<file path="config.mk">
export PLATFORM = sky130hd
export DESIGN_NAME = mfp_pin_status
export DESIGN_NICKNAME = d
export VERILOG_FILES = /design/src/common/mfp_pkg.sv /design/src/hdl/mfp_filter.sv /design/src/hdl/mfp_pin_status.sv
export SDC_FILE = /design/constraint.sdc
export NUM_CORES = 1
export LEC_CHECK = 0
export ABC_AREA = 1
export BUFFER_PORTS_ARGS = -buffer_cell sky130_fd_sc_hd__clkbuf_2
export CELL_PAD_IN_SITES_DETAIL_PLACEMENT = 0
export CELL_PAD_IN_SITES_GLOBAL_PLACEMENT = 2
export CORE_ASPECT_RATIO = 1.4
export CORE_MARGIN = 1
export CORE_UTILIZATION = 35
export CTS_BUF_LIST = sky130_fd_sc_hd__clkbuf_16
export DETAILED_ROUTE_END_ITERATION = 10
export PLACE_DENSITY = 0.88
export SYNTH_ARGS = -nofsm -noshare
export SYNTH_HDL_FRONTEND = slang
export SYNTH_SLANG_ARGS = --single-unit
</file>
<file path="constraint.sdc">
create_clock -name ref_clk_i -period 8.8 [get_ports ref_clk_i]
set_input_delay 1.76 -clock ref_clk_i [delete_from_list [all_inputs] [get_ports ref_clk_i]]
set_output_delay 1.76 -clock ref_clk_i [all_outputs]
set_load 0.1 [all_outputs]
</file>
<file path="src/common/mfp_pkg.sv">
// Package of offsets, field positions, codes and timing counts for the multifunction pin block.
package mfp_pkg;
    // Register offsets (register-map index, 16-bit words).
    localparam logic [7:0]  MFP_STATUS_ADDR  = 8'h23;   // Compare and shutdown status.
    localparam logic [7:0]  MFP_CONFIG_ADDR  = 8'h24;   // Pin function configuration.
    localparam logic [15:0] MFP_CONFIG_RESET = 16'h0000; // Configuration reset value.
    // Configuration field positions.
    localparam int CFG_INPUT_EN    = 0;   // Input enable bit.
    localparam int CFG_FUNC_LO     = 1;   // Input function low bit.
    localparam int CFG_MASK_LO     = 5;   // Channel mask low bit.
    localparam int CFG_SEL_LO      = 9;   // Output select low bit.
    localparam int CFG_OUTPUT_EN   = 13;  // Output enable bit.
    localparam int CFG_HOLD_EN     = 14;  // Low-power hold enable bit.
    localparam int CFG_FILTER_ON   = 15;  // Glitch filter enable bit.
    // Status field positions.
    localparam int STS_SYNC_LO     = 0;   // Synchronized comparator outputs.
    localparam int STS_WIN_LO      = 4;   // Window comparator outputs.
    localparam int STS_SHUTDOWN    = 8;   // Safe-shutdown flag.
    // Output select codes.
    localparam logic [3:0] SEL_MEM_BUSY = 4'h1;  // Memory busy.
    localparam logic [3:0] SEL_CH0_BUSY = 4'h4;  // Channel 0 busy.
    localparam logic [3:0] SEL_CH1_BUSY = 4'h5;  // Channel 1 busy.
    localparam logic [3:0] SEL_CH23_BSY = 4'h7;  // Channel 2 or 3 busy (shared code).
    localparam logic [3:0] SEL_WIN0     = 4'h8;  // Window comparator 0.
    localparam logic [3:0] SEL_WIN3     = 4'hb;  // Window comparator 3.
    // Input function codes.
    typedef enum logic [3:0] {
        MFP_FN_HOLD     = 4'b0000,
        MFP_FN_DUMP     = 4'b0010,
        MFP_FN_CURRENT  = 4'b0011,
        MFP_FN_VOLTAGE  = 4'b0100,
        MFP_FN_SHUTDOWN = 4'b0101,
        MFP_FN_CLEAR    = 4'b0111,
        MFP_FN_LOAD     = 4'b1000,
        MFP_FN_WAVE     = 4'b1001,
        MFP_FN_MARGIN   = 4'b1010,
        MFP_FN_RESET    = 4'b1011,
        MFP_FN_NVM      = 4'b1100,
        MFP_FN_LOCK     = 4'b1101
    } mfp_func_t;
    // Glitch filter: pulses shorter than this are rejected.
    localparam int          FILTER_NS     = 200;
    localparam int          CLK_PERIOD_NS = 50;
    localparam logic [3:0]  FILTER_CYCLES = 4'((FILTER_NS + CLK_PERIOD_NS - 1) / CLK_PERIOD_NS);
endpackage

</file>
<file path="src/hdl/mfp_filter.sv">
// Glitch filter that passes a level only after it has stood for a set number of cycles.
`timescale 1ns/100ps
module mfp_filter
    import mfp_pkg::*;
(
    input  wire logic ref_clk_i,  // Clock.
    input  wire logic rst_i,      // Asynchronous reset, active high.
    input  wire logic ce_i,       // Clock enable.
    input  wire logic bypass_i,   // High to pass the input straight through.
    input  wire logic level_i,    // Synchronized level.
    output logic      level_o     // Filtered level.
);
    logic [3:0] count;           // Cycles the input has differed from the output.
    logic       held;            // Filtered value.
    wire        differs = (level_i != held);
    wire        settled = (count == FILTER_CYCLES - 4'h1);

    // The held value follows the input once it has stood long enough.
    always_ff @(posedge ref_clk_i or posedge rst_i) begin
        if (rst_i) begin
            count <= 4'h0;
            held  <= 1'b1;
        end else if (ce_i) begin
            count <= (differs && !settled) ? count + 4'h1 : 4'h0;
            if (differs && settled) begin
                held <= level_i;
            end
        end
    end

    // Bypass gives the faster path with no added delay.
    assign level_o = bypass_i ? level_i : held;
endmodule

</file>
<file path="src/hdl/mfp_pin_status.sv">
// Multifunction pin logic with comparator and safe-shutdown status register.
//
// Contract
// Shutdown flag sets, holds, clears on read.
// Status 7:4 show window comparators, latched optionally.
// Status 3:0 show synchronized comparator outputs.
// Config bit 15 inserts glitch filter.
// Config bit 14 enables low-power hold.
// Config bit 13 enables pin output driver.
// Config bit 0 enables pin input functions.
// Bits 12:9 choose driven status signal.
// Bits 8:5 enable channels one bit each.
// Global codes device-wide, channel codes masked.
// Code 0000 edges enter, leave hold.
// Code 0010 falling edge starts fault dump.
// Code 0011 edges switch current outputs.
// Code 0100 edges switch voltage outputs.
// Code 0101 falling edge starts safe shutdown.
// Code 0111 low level asserts clear.
// Code 1000 falling edge loads masked channels.
// Code 1001 edges stop, start waveforms.
// Code 1010 edges trigger margin low, high.
// Code 1011 edges reset and release device.
// Code 1100 edges allow, block memory programming.
// Code 1101 edges unlock, lock register map.
// Compare reset clears latched comparator outputs.
// Channel busy bits mappable to pin.
// Pin synchronized, filtered, then edge detected.
// Unknown codes idle; read never loses set.
`timescale 1ns/100ps
module mfp_pin_status
    import mfp_pkg::*;
(
    input  wire logic        ref_clk_i,           // Clock, 20 MHz.
    input  wire logic        rst_i,               // Asynchronous reset, active high.
    input  wire logic        ce_i,                // Clock enable; low freezes all state.
    // Register port.
    input  wire logic [7:0]  reg_addr_i,          // Register address.
    input  wire logic        reg_wr_i,            // Write strobe.
    input  wire logic        reg_rd_i,            // Read strobe.
    input  wire logic [15:0] reg_wdata_i,         // Write data.
    output logic [15:0]      reg_rdata_o,         // Read data, valid the cycle after the strobe.
    // Pin.
    input  wire logic        pin_i,               // Pin level from the pad.
    output logic             pin_o,               // Pin drive value.
    output logic             pin_oe_o,            // High while the pin is driven.
    // Status sources.
    input  wire logic        memory_busy_i,       // Memory engine busy.
    input  wire logic [3:0]  chan_busy_i,         // Per-channel busy.
    input  wire logic [3:0]  compare_raw_i,       // Raw comparator outputs.
    input  wire logic [3:0]  window_raw_i,        // Raw window comparator outputs.
    input  wire logic        window_latch_en_i,   // Latch window results when high.
    input  wire logic [3:0]  compare_hold_clear_i,// Comparator reset command pulses.
    input  wire logic        shutdown_active_i,   // Safe shutdown in progress.
    // Actions.
    output logic             hold_mode_o,         // Device in low-power hold.
    output logic             input_hold_en_o,     // Low-power hold enabled for pin input.
    output logic             fault_dump_o,        // Fault dump pulse.
    output logic [3:0]       current_output_dn_o, // Current outputs powered down.
    output logic [3:0]       voltage_output_dn_o, // Voltage outputs powered down.
    output logic             shutdown_start_o,    // Safe shutdown start pulse.
    output logic             clear_outputs_o,     // Clear asserted.
    output logic [3:0]       sync_load_update_o,  // Load update pulses.
    output logic [3:0]       wave_run_o,          // Waveform generation running.
    output logic [3:0]       margin_low_o,        // Margin-low pulses.
    output logic [3:0]       margin_high_o,       // Margin-high pulses.
    output logic             device_reset_o,      // Device held in reset.
    output logic             nvm_write_allow_o,   // Memory programming allowed.
    output logic             map_locked_o         // Register map locked.
);
    logic [15:0] config_reg;       // Pin function configuration.
    logic        shutdown_flag;    // Sticky safe-shutdown flag.
    logic [3:0]  win_latched;      // Latched window comparator results.
    logic [3:0]  cmp_s1, cmp_s2, cmp_s3;  // Comparator synchronizer stages.
    logic [3:0]  cmp_sync;         // Agreed comparator level.
    logic        pin_s1, pin_s2, pin_s3;  // Pin synchronizer stages.
    logic        pin_sync;         // Agreed pin level.
    logic        pin_prev;         // Filtered pin one cycle ago.
    logic        pin_filt;         // Filtered pin level.

    // Configuration fields.
    wire        filter_on   = config_reg[CFG_FILTER_ON];
    wire        output_en   = config_reg[CFG_OUTPUT_EN];
    wire        input_en    = config_reg[CFG_INPUT_EN];
    wire [3:0]  out_sel     = config_reg[CFG_SEL_LO +: 4];
    wire [3:0]  chan_mask   = config_reg[CFG_MASK_LO +: 4];
    wire [3:0]  func        = config_reg[CFG_FUNC_LO +: 4];

    // Register decode.
    wire        wr_config   = reg_wr_i && (reg_addr_i == MFP_CONFIG_ADDR);
    wire        rd_status   = reg_rd_i && (reg_addr_i == MFP_STATUS_ADDR);
    wire        rd_config   = reg_rd_i && (reg_addr_i == MFP_CONFIG_ADDR);

    // Window comparator view: latched or live.
    wire [3:0]  win_view    = window_latch_en_i ? win_latched : window_raw_i;
    wire [15:0] status_word = {7'h00, shutdown_flag, win_view, cmp_sync};

    // Edge detection on the filtered pin, gated by input enable.
    wire        fall        = input_en && pin_prev && !pin_filt;
    wire        rise        = input_en && !pin_prev && pin_filt;
    wire        is_fn_hold  = (func == MFP_FN_HOLD);
    wire        is_fn_cur   = (func == MFP_FN_CURRENT);
    wire        is_fn_volt  = (func == MFP_FN_VOLTAGE);
    wire        is_fn_wave  = (func == MFP_FN_WAVE);
    wire        is_fn_marg  = (func == MFP_FN_MARGIN);
    wire        is_fn_rst   = (func == MFP_FN_RESET);
    wire        is_fn_nvm   = (func == MFP_FN_NVM);
    wire        is_fn_lock  = (func == MFP_FN_LOCK);
    wire [3:0]  fall_mask   = {4{fall}} & chan_mask;
    wire [3:0]  rise_mask   = {4{rise}} & chan_mask;
    wire        shut_trig   = fall && (func == MFP_FN_SHUTDOWN);
    wire [3:0]  cmp_moving  = cmp_s2 ^ cmp_s3;  // Stages two and three still differ.

    // Output multiplexer for the pin drive value.
    logic       next_pin;
    always_comb begin
        next_pin = 1'b0;
        case (out_sel)
            SEL_MEM_BUSY: next_pin = memory_busy_i;
            SEL_CH0_BUSY: next_pin = chan_busy_i[0];
            SEL_CH1_BUSY: next_pin = chan_busy_i[1];
            SEL_CH23_BSY: next_pin = chan_busy_i[2] | chan_busy_i[3];
            default: begin
                if (out_sel >= SEL_WIN0 && out_sel <= SEL_WIN3) begin
                    next_pin = win_view[out_sel[1:0]];
                end
            end
        endcase
    end

    // Configuration register and read data.
    always_ff @(posedge ref_clk_i or posedge rst_i) begin
        if (rst_i) begin
            config_reg  <= MFP_CONFIG_RESET;
            reg_rdata_o <= 16'h0000;
        end else if (ce_i) begin
            if (wr_config) begin
                config_reg <= reg_wdata_i;
            end
            reg_rdata_o <= rd_status ? status_word : (rd_config ? config_reg : 16'h0000);
        end
    end

    // Safe-shutdown flag: a new set wins over the read clear.
    always_ff @(posedge ref_clk_i or posedge rst_i) begin
        if (rst_i) begin
            shutdown_flag <= 1'b0;
        end else if (ce_i) begin
            if (shut_trig || shutdown_active_i) begin
                shutdown_flag <= 1'b1;
            end else if (rd_status) begin
                shutdown_flag <= 1'b0;
            end
        end
    end

    // Window latches set on a result and clear on the comparator reset command.
    always_ff @(posedge ref_clk_i or posedge rst_i) begin
        if (rst_i) begin
            win_latched <= 4'h0;
        end else if (ce_i) begin
            win_latched <= (win_latched & ~compare_hold_clear_i) | window_raw_i;
        end
    end

    // Comparator synchronizers: a change counts when stages two and three agree.
    // While they differ the agreed level holds; a compare reset drops it to zero.
    always_ff @(posedge ref_clk_i or posedge rst_i) begin
        if (rst_i) begin
            cmp_s1   <= 4'h0;
            cmp_s2   <= 4'h0;
            cmp_s3   <= 4'h0;
            cmp_sync <= 4'h0;
        end else if (ce_i) begin
            cmp_s1   <= compare_raw_i;
            cmp_s2   <= cmp_s1;
            cmp_s3   <= cmp_s2;
            cmp_sync <= ((cmp_sync & cmp_moving) | (cmp_s2 & cmp_s3))
                        & ~compare_hold_clear_i;
        end
    end

    // Pin synchronizer; idles high so reset does not look like a falling edge.
    always_ff @(posedge ref_clk_i or posedge rst_i) begin
        if (rst_i) begin
            pin_s1   <= 1'b1;
            pin_s2   <= 1'b1;
            pin_s3   <= 1'b1;
            pin_sync <= 1'b1;
            pin_prev <= 1'b1;
        end else if (ce_i) begin
            pin_s1   <= pin_i;
            pin_s2   <= pin_s1;
            pin_s3   <= pin_s2;
            if (pin_s2 == pin_s3) begin
                pin_sync <= pin_s3;
            end
            pin_prev <= pin_filt;
        end
    end

    // Glitch filter sits after the synchronizer.
    mfp_filter u_filter (
        .ref_clk_i (ref_clk_i),
        .rst_i     (rst_i),
        .ce_i      (ce_i),
        .bypass_i  (!filter_on),
        .level_i   (pin_sync),
        .level_o   (pin_filt)
    );

    // Pin drive and mode outputs.
    always_ff @(posedge ref_clk_i or posedge rst_i) begin
        if (rst_i) begin
            pin_o           <= 1'b0;
            pin_oe_o        <= 1'b0;
            input_hold_en_o <= 1'b0;
            clear_outputs_o <= 1'b0;
        end else if (ce_i) begin
            pin_o           <= output_en & next_pin;
            pin_oe_o        <= output_en;
            input_hold_en_o <= config_reg[CFG_HOLD_EN];
            clear_outputs_o <= input_en && (func == MFP_FN_CLEAR) && !pin_filt;
        end
    end

    // One-cycle action pulses; unlisted codes match nothing.
    always_ff @(posedge ref_clk_i or posedge rst_i) begin
        if (rst_i) begin
            fault_dump_o       <= 1'b0;
            shutdown_start_o   <= 1'b0;
            sync_load_update_o <= 4'h0;
            margin_low_o       <= 4'h0;
            margin_high_o      <= 4'h0;
        end else if (ce_i) begin
            fault_dump_o       <= fall && (func == MFP_FN_DUMP);
            shutdown_start_o   <= shut_trig;
            sync_load_update_o <= (func == MFP_FN_LOAD) ? fall_mask : 4'h0;
            margin_low_o       <= is_fn_marg ? fall_mask : 4'h0;
            margin_high_o      <= is_fn_marg ? rise_mask : 4'h0;
        end
    end

    // Level-held actions set by one edge and released by the other.
    always_ff @(posedge ref_clk_i or posedge rst_i) begin
        if (rst_i) begin
            hold_mode_o         <= 1'b0;
            current_output_dn_o <= 4'h0;
            voltage_output_dn_o <= 4'h0;
            wave_run_o          <= 4'h0;
            device_reset_o      <= 1'b0;
            nvm_write_allow_o   <= 1'b0;
            map_locked_o        <= 1'b0;
        end else if (ce_i) begin
            if (is_fn_hold && fall) hold_mode_o <= 1'b1;
            if (is_fn_hold && rise) hold_mode_o <= 1'b0;
            if (is_fn_cur) begin
                current_output_dn_o <= (current_output_dn_o | fall_mask) & ~rise_mask;
            end
            if (is_fn_volt) begin
                voltage_output_dn_o <= (voltage_output_dn_o | fall_mask) & ~rise_mask;
            end
            if (is_fn_wave) begin
                wave_run_o <= (wave_run_o & ~fall_mask) | rise_mask;
            end
            if (is_fn_rst && fall) device_reset_o <= 1'b1;
            if (is_fn_rst && rise) device_reset_o <= 1'b0;
            if (is_fn_nvm && fall) nvm_write_allow_o <= 1'b1;
            if (is_fn_nvm && rise) nvm_write_allow_o <= 1'b0;
            if (is_fn_lock && fall) map_locked_o <= 1'b0;
            if (is_fn_lock && rise) map_locked_o <= 1'b1;
        end
    end
endmodule

</file>
After elaboration in Yosys (flattened, before gate mapping)
Cells that the tools add are included.
{"block": "op_classes", "add_sub_neg": 1, "n_lt_le_gt_ge": 3, "eq_ne": 20, "muxes": 22, "bitwise_logic": 20, "reduce_logical": 43}
{"operator": "$and 4x4->4", "count": 9}
{"operator": "$mux 16", "count": 2}
{"operator": "$eq 4x3->1 const B", "count": 6}
{"operator": "$eq 4x4->1 const B", "count": 6}
{"operator": "$logic_and 1x1->1", "count": 22}
{"operator": "$reduce_and 2->1", "count": 11}
{"operator": "$mux 4", "count": 5}
{"operator": "$or 4x4->4", "count": 5}
{"operator": "$eq 8x6->1 const B", "count": 2}
{"operator": "$mux 1", "count": 13}
{"operator": "$eq 4x2->1 const B", "count": 3}
{"operator": "$not 4->4", "count": 3}
{"operator": "$reduce_bool 2->1", "count": 5}
{"operator": "$add 4x1->4 const B", "count": 1}
{"operator": "$eq 4x1->1 const B", "count": 1}
{"operator": "$ge 4x4->1 const B", "count": 1}
{"operator": "$le 4x4->1 const B", "count": 1}
{"operator": "$logic_not 4->1", "count": 1}
{"operator": "$pmux 1 s4", "count": 1}
{"operator": "$xor 4x4->4", "count": 1}
{"operator": "$logic_not 1->1", "count": 3}
{"operator": "$lt 2x3->1 const B", "count": 1}
{"operator": "$bmux 1 s2", "count": 1}
{"operator": "$and 1x1->1", "count": 1}
{"operator": "4 further kinds", "count": 4}
{"block": "totals", "regBits": 97, "in_bits": 49, "output_inout_bits": 50, "elab_cells": 140}

Logic depth before layout (Yosys ltp)
{"block": "logic_depth", "word_depth": 7, "depth_mapped": 11, "depth_no_buf": 11}

Modules after synthesis
Synthesis repeated with hierarchy kept, for this count alone.
{"block": "hier_totals", "hier_cells": 521, "area_unflattened_um2": 4473.0}
{"module": "mfp_pin_status", "n_inst": 1, "cells_each": 477, "area_per_inst_um2": 4144.0, "seq_area_each_um2": 2308.5}
{"module": "mfp_filter", "n_inst": 1, "cells_each": 44, "area_per_inst_um2": 329.1, "seq_area_each_um2": 126.4}

Least setup slack after synthesis
No wires, ideal clock.
{"block": "synth_timing", "kind": "flip-flop to output port", "from": "register current_output_dn_o[0]", "to": "output port current_output_dn_o[0]", "arrival_ns": 0.898, "required_time_ns": 7.040, "slack_ns": 6.142, "stages_incl_launch_ff": 1, "path_buffers": 0, "cell_sequence": "dfrtp_1"}
{"element": "from (decl)", "line_no": "mfp_pin_status.sv:59", "text": "output logic [3:0] current_output_dn_o,"}
{"element": "from (signal assigned)", "line_no": "mfp_pin_status.sv:258", "text": "current_output_dn_o <= (current_output_dn_o | fall_mask) & ~rise_mask;"}
No word-level cell between the ends.

==> results.txt <==
* Routed wire length: 11420 um
* Iteration-0 DRC Markers: 151
* Half-perimeter wire length after placement: 8286 um
- Once routing completed, OpenROAD measured the worst setup slack at 5.250 ns.
- Slew Limit Headroom: 0.4018
- The die is roughly 98 um wide.
* Largest buffer count on any clock path: 2
* CTS root buffer: sky130_fd_sc_hd__clkbuf_16
- Wire length per cell after detailed routing: 15.00 um
- For this design the top-level I/O count stands at 99.
- RSZ-0062 raised after global routing: no
* CTS HTree Levels: 3
- Row Count: 48
- Count of hold-fix buffers inserted at cts: 0
- Clock-pin slew was measured on the worst setup and hold paths at 0.06 ns.
- Counting flops and latches in the post-synthesis netlist gives between 90 and 100.
- IR Drop Worst-Case VDD: 0.00008714 V
- Mapped Nets: 566
- Share of async-settable or async-resettable flops after synthesis: 1.000
* Worst path arrival time: 3.78 ns
- Overall global routing resource usage: 0.1823
- Including well taps, the total number of placed cells is 745.
- Number of pins with negative max-slew slack in the final report: 0
* Hold crit path type: flip-flop to flip-flop
- Min cycle time layout: between 3 and 4 ns
- Final #Nets: 660
- Based on the critical path, the design can be clocked at up to 0.2817 GHz.
- 0 antenna diodes ended up in the layout.
- Yosys mapped a number of flops with a built-in enable equal to 0.
- By area the synthesized netlist is led by sky130_fd_sc_hd__dfrtp_1 50%, sky130_fd_sc_hd__nand2_1 11%, sky130_fd_sc_hd__inv_1 5.1%.
- For this run, design rule violations remaining after detail routing come to 6.
- Adder-cell area share of the yosys netlist: 0.01380
- The first global-routing pass estimated around 19000 um of wire.
- Layout Area Growth over Synthesis: 19.71%
* Multiplexer fraction of the synthesized cell area: 0.002209
- Finish-stage setup viols: 0
* Complex-gate fraction of the synthesized area: 0.1176
* Worst endpoint required time: around 9.0 ns
* Sequential share of the synthesized area: 0.5373
* Main synth FF type: sky130_fd_sc_hd__dfrtp_1
- The congestion estimate from routability-driven global placement came to 0.7726.
- Post-synthesis average cell area: 8.851 um2
- Final std cells w/o fill: roughly 760
- Worst setup timing slack at the placement stage: 4.915 ns
* Full die area: ~13000 um2
- The floorplan step defined a core boundary enclosing around 12000 um2.
- Of the total synthesized cell area, the portion taken by AND, OR, NAND and NOR gates is 0.2452.
- Setup total negative slack on the finished layout was measured at 0 ns.
- Static Leak: ~2.8 nW
- The detailed router placed 3706 vias in this run.
- The number of antenna violations at the first check in global routing was 0.
- TritonCTS built the clock tree.
- Post-synthesis cell type with the largest combined area: sky130_fd_sc_hd__dfrtp_1
- For this run, the number of Yosys warnings is 0.
* Maximum number of pins on one net before global-route repair: 72
- Number of iterations in the first detailed-routing pass: 10
- The netlist uses 34 different library cells.
- Area of all sequential standard cells: 2435 um2
- For this run the aggregate overflow at the end of global routing stands at 0.
- Post-CTS Resized: 0
* Cell with the most instances after synthesis: sky130_fd_sc_hd__nand2_1
- The mapped netlist covers 4532 um2.
- In the synthesized netlist, the number of instances is 512.
- Along the worst path, the maximum fanout reaches 61.
- Fraction of final layout cells sized beyond drive strength 1: 0.2553
* Worst setup skew after layout: around 0.0086 ns
- The multi-input combinational cells in the finished layout cover a total of 1743 um2.
- XOR/XNOR share of the synthesized area: 0.005798
- STA classifies the critical path endpoint as a flip-flop.
- The share of synthesized area in the top cell type comes to 0.5025.
- For this run, the share of the core covered by cells in the final layout is 0.4343.
- Worst Tran Pin Value: 0.8973 ns
* Setup crit start kind: input port
- Height of the chip: 136.6 um
* Effective utilization at floorplan: 0.3628
* Final period utilization: 0.4034
- The number of endpoints with negative hold slack in the final report is 0.
* Violated checks: design-rule violations
- Clock tree synthesis inserted a total of 9 buffers.
- Worst-Skew Late Latency: 0.35 ns
- Number of clock sinks: 97
- After synthesis, the largest family of logic cells by area is simple AND/OR/NAND/NOR gates.
- Final ANT Viol Nets: 0
- Filler instances: 1291
- Vias/cell: 4.870
- After synthesis, the most frequently instantiated cells are 134 x sky130_fd_sc_hd__nand2_1, 91 x sky130_fd_sc_hd__dfrtp_1, 61 x sky130_fd_sc_hd__inv_1.
* P per Cell Area: 183.2 nW/um2
- Number of global-route vias before repair: 3723
- In this run the post-CTS setup repair buffer count came out at 0.
* I/O Buffers: 98
- Worst Path Class, Setup: input port to flip-flop
* Result of the run: finished with violations
- Across the run, the number of max-cap violations was 0.
-- final cells by class --
cell class,count,area share
flip-flops and latches,97,0.4488
multi-input cells,333,0.3213
repair buffers,101,0.09456
inverters,64,0.04451
clock buffers,9,0.04151
well taps,150,0.03459
clock inverters,7,0.01476
-- layer usage --
metal | global-route usage | vias to the layer above | share of wire | wire length (um)
li1 | - | 1845 | - | -
met1 | 0.2096 | 1770 | 0.43 | 4888
met2 | 0.3365 | 79 | 0.52 | 5951
met3 | 0.03115 | 12 | 0.033 | 378
met4 | 0.07131 | 0 | 0.017 | 197
met5 | 0 | - | 0 | 0
-- power by group --
part	total [mW]	switching, mW	internal [mW]
logic	0.0972	0.0647	0.0326
clock network	0.409	0.164	0.245
registers	0.488	0.0171	0.470
total	0.994	0.246	0.748
-- per-stage QoR --
step                hold slack [ns]  cell area (um2)  power (mW)
floorplan                    0.4422             4532      0.5609
global placement             0.4595             5120      0.5919
detailed placement           0.4593             5120      0.5948
CTS                          0.4759             5425       1.005
global route                 0.5000             5425       1.039
finish                       0.4720             5425      0.9937
-- cell usage in the layout (no fill, tap or decap), types with 3 or more instances in the layout --
master                      count
sky130_fd_sc_hd__nand2_1      134
sky130_fd_sc_hd__clkbuf_2      98
sky130_fd_sc_hd__dfrtp_1       91
sky130_fd_sc_hd__inv_1         63
sky130_fd_sc_hd__o21ai_0       40
sky130_fd_sc_hd__nand3_1       33
sky130_fd_sc_hd__nor2_1        30
sky130_fd_sc_hd__o21ai_2       16
sky130_fd_sc_hd__a21oi_1       15
sky130_fd_sc_hd__nand4_1       11
sky130_fd_sc_hd__clkbuf_16      9
sky130_fd_sc_hd__nor3_1         8
sky130_fd_sc_hd__dfstp_2        6
sky130_fd_sc_hd__nor3_4         5
sky130_fd_sc_hd__o21ai_1        5
sky130_fd_sc_hd__ha_1           5
sky130_fd_sc_hd__nand2_2        4
sky130_fd_sc_hd__o31ai_1        4
sky130_fd_sc_hd__nand3_2        4
sky130_fd_sc_hd__a22oi_1        4
sky130_fd_sc_hd__a22o_1         3
sky130_fd_sc_hd__buf_4          3
-- cells by family (layout without fill, tap and decap cells) --
group	count (synthesis)	after routing
simple gates	236	236
flops	97	97
compound gates	88	88
buf+inv	82	181
fa+ha+maj	5	5
xor+xnor	3	3
mux	1	1
-- path summary, 6_finish.rpt --
check	startpoint	to	slack, ns	depth (start not counted)
max	ce_i	u_filter.count[3]$_DFFE_PP0P_	5.25	6
min	pin_s3$_DFFE_PP1P_	pin_s3$_DFFE_PP1P_	0.47	2
max reg2reg	pin_prev$_DFFE_PP1P_	wave_run_o[2]$_DFFE_PP0P_	7.22	5
min reg2reg	pin_s3$_DFFE_PP1P_	pin_s3$_DFFE_PP1P_	0.47	2
max in group asynchronous	rst_i	config_reg[15]$_DFFE_PP0P_	6.17	3
min in group asynchronous	rst_i	clear_outputs_o$_DFFE_PP0P_	1.39	2
-- critical path, stage by stage --
cell and delay [ns]:
sky130_fd_sc_hd__clkbuf_2 0.07, sky130_fd_sc_hd__buf_4 0.49, sky130_fd_sc_hd__clkinv_1 0.65, sky130_fd_sc_hd__buf_4 0.47
sky130_fd_sc_hd__nor2_1 0.19, sky130_fd_sc_hd__nor2_1 0.06
Power figures use the tool's default switching activity.
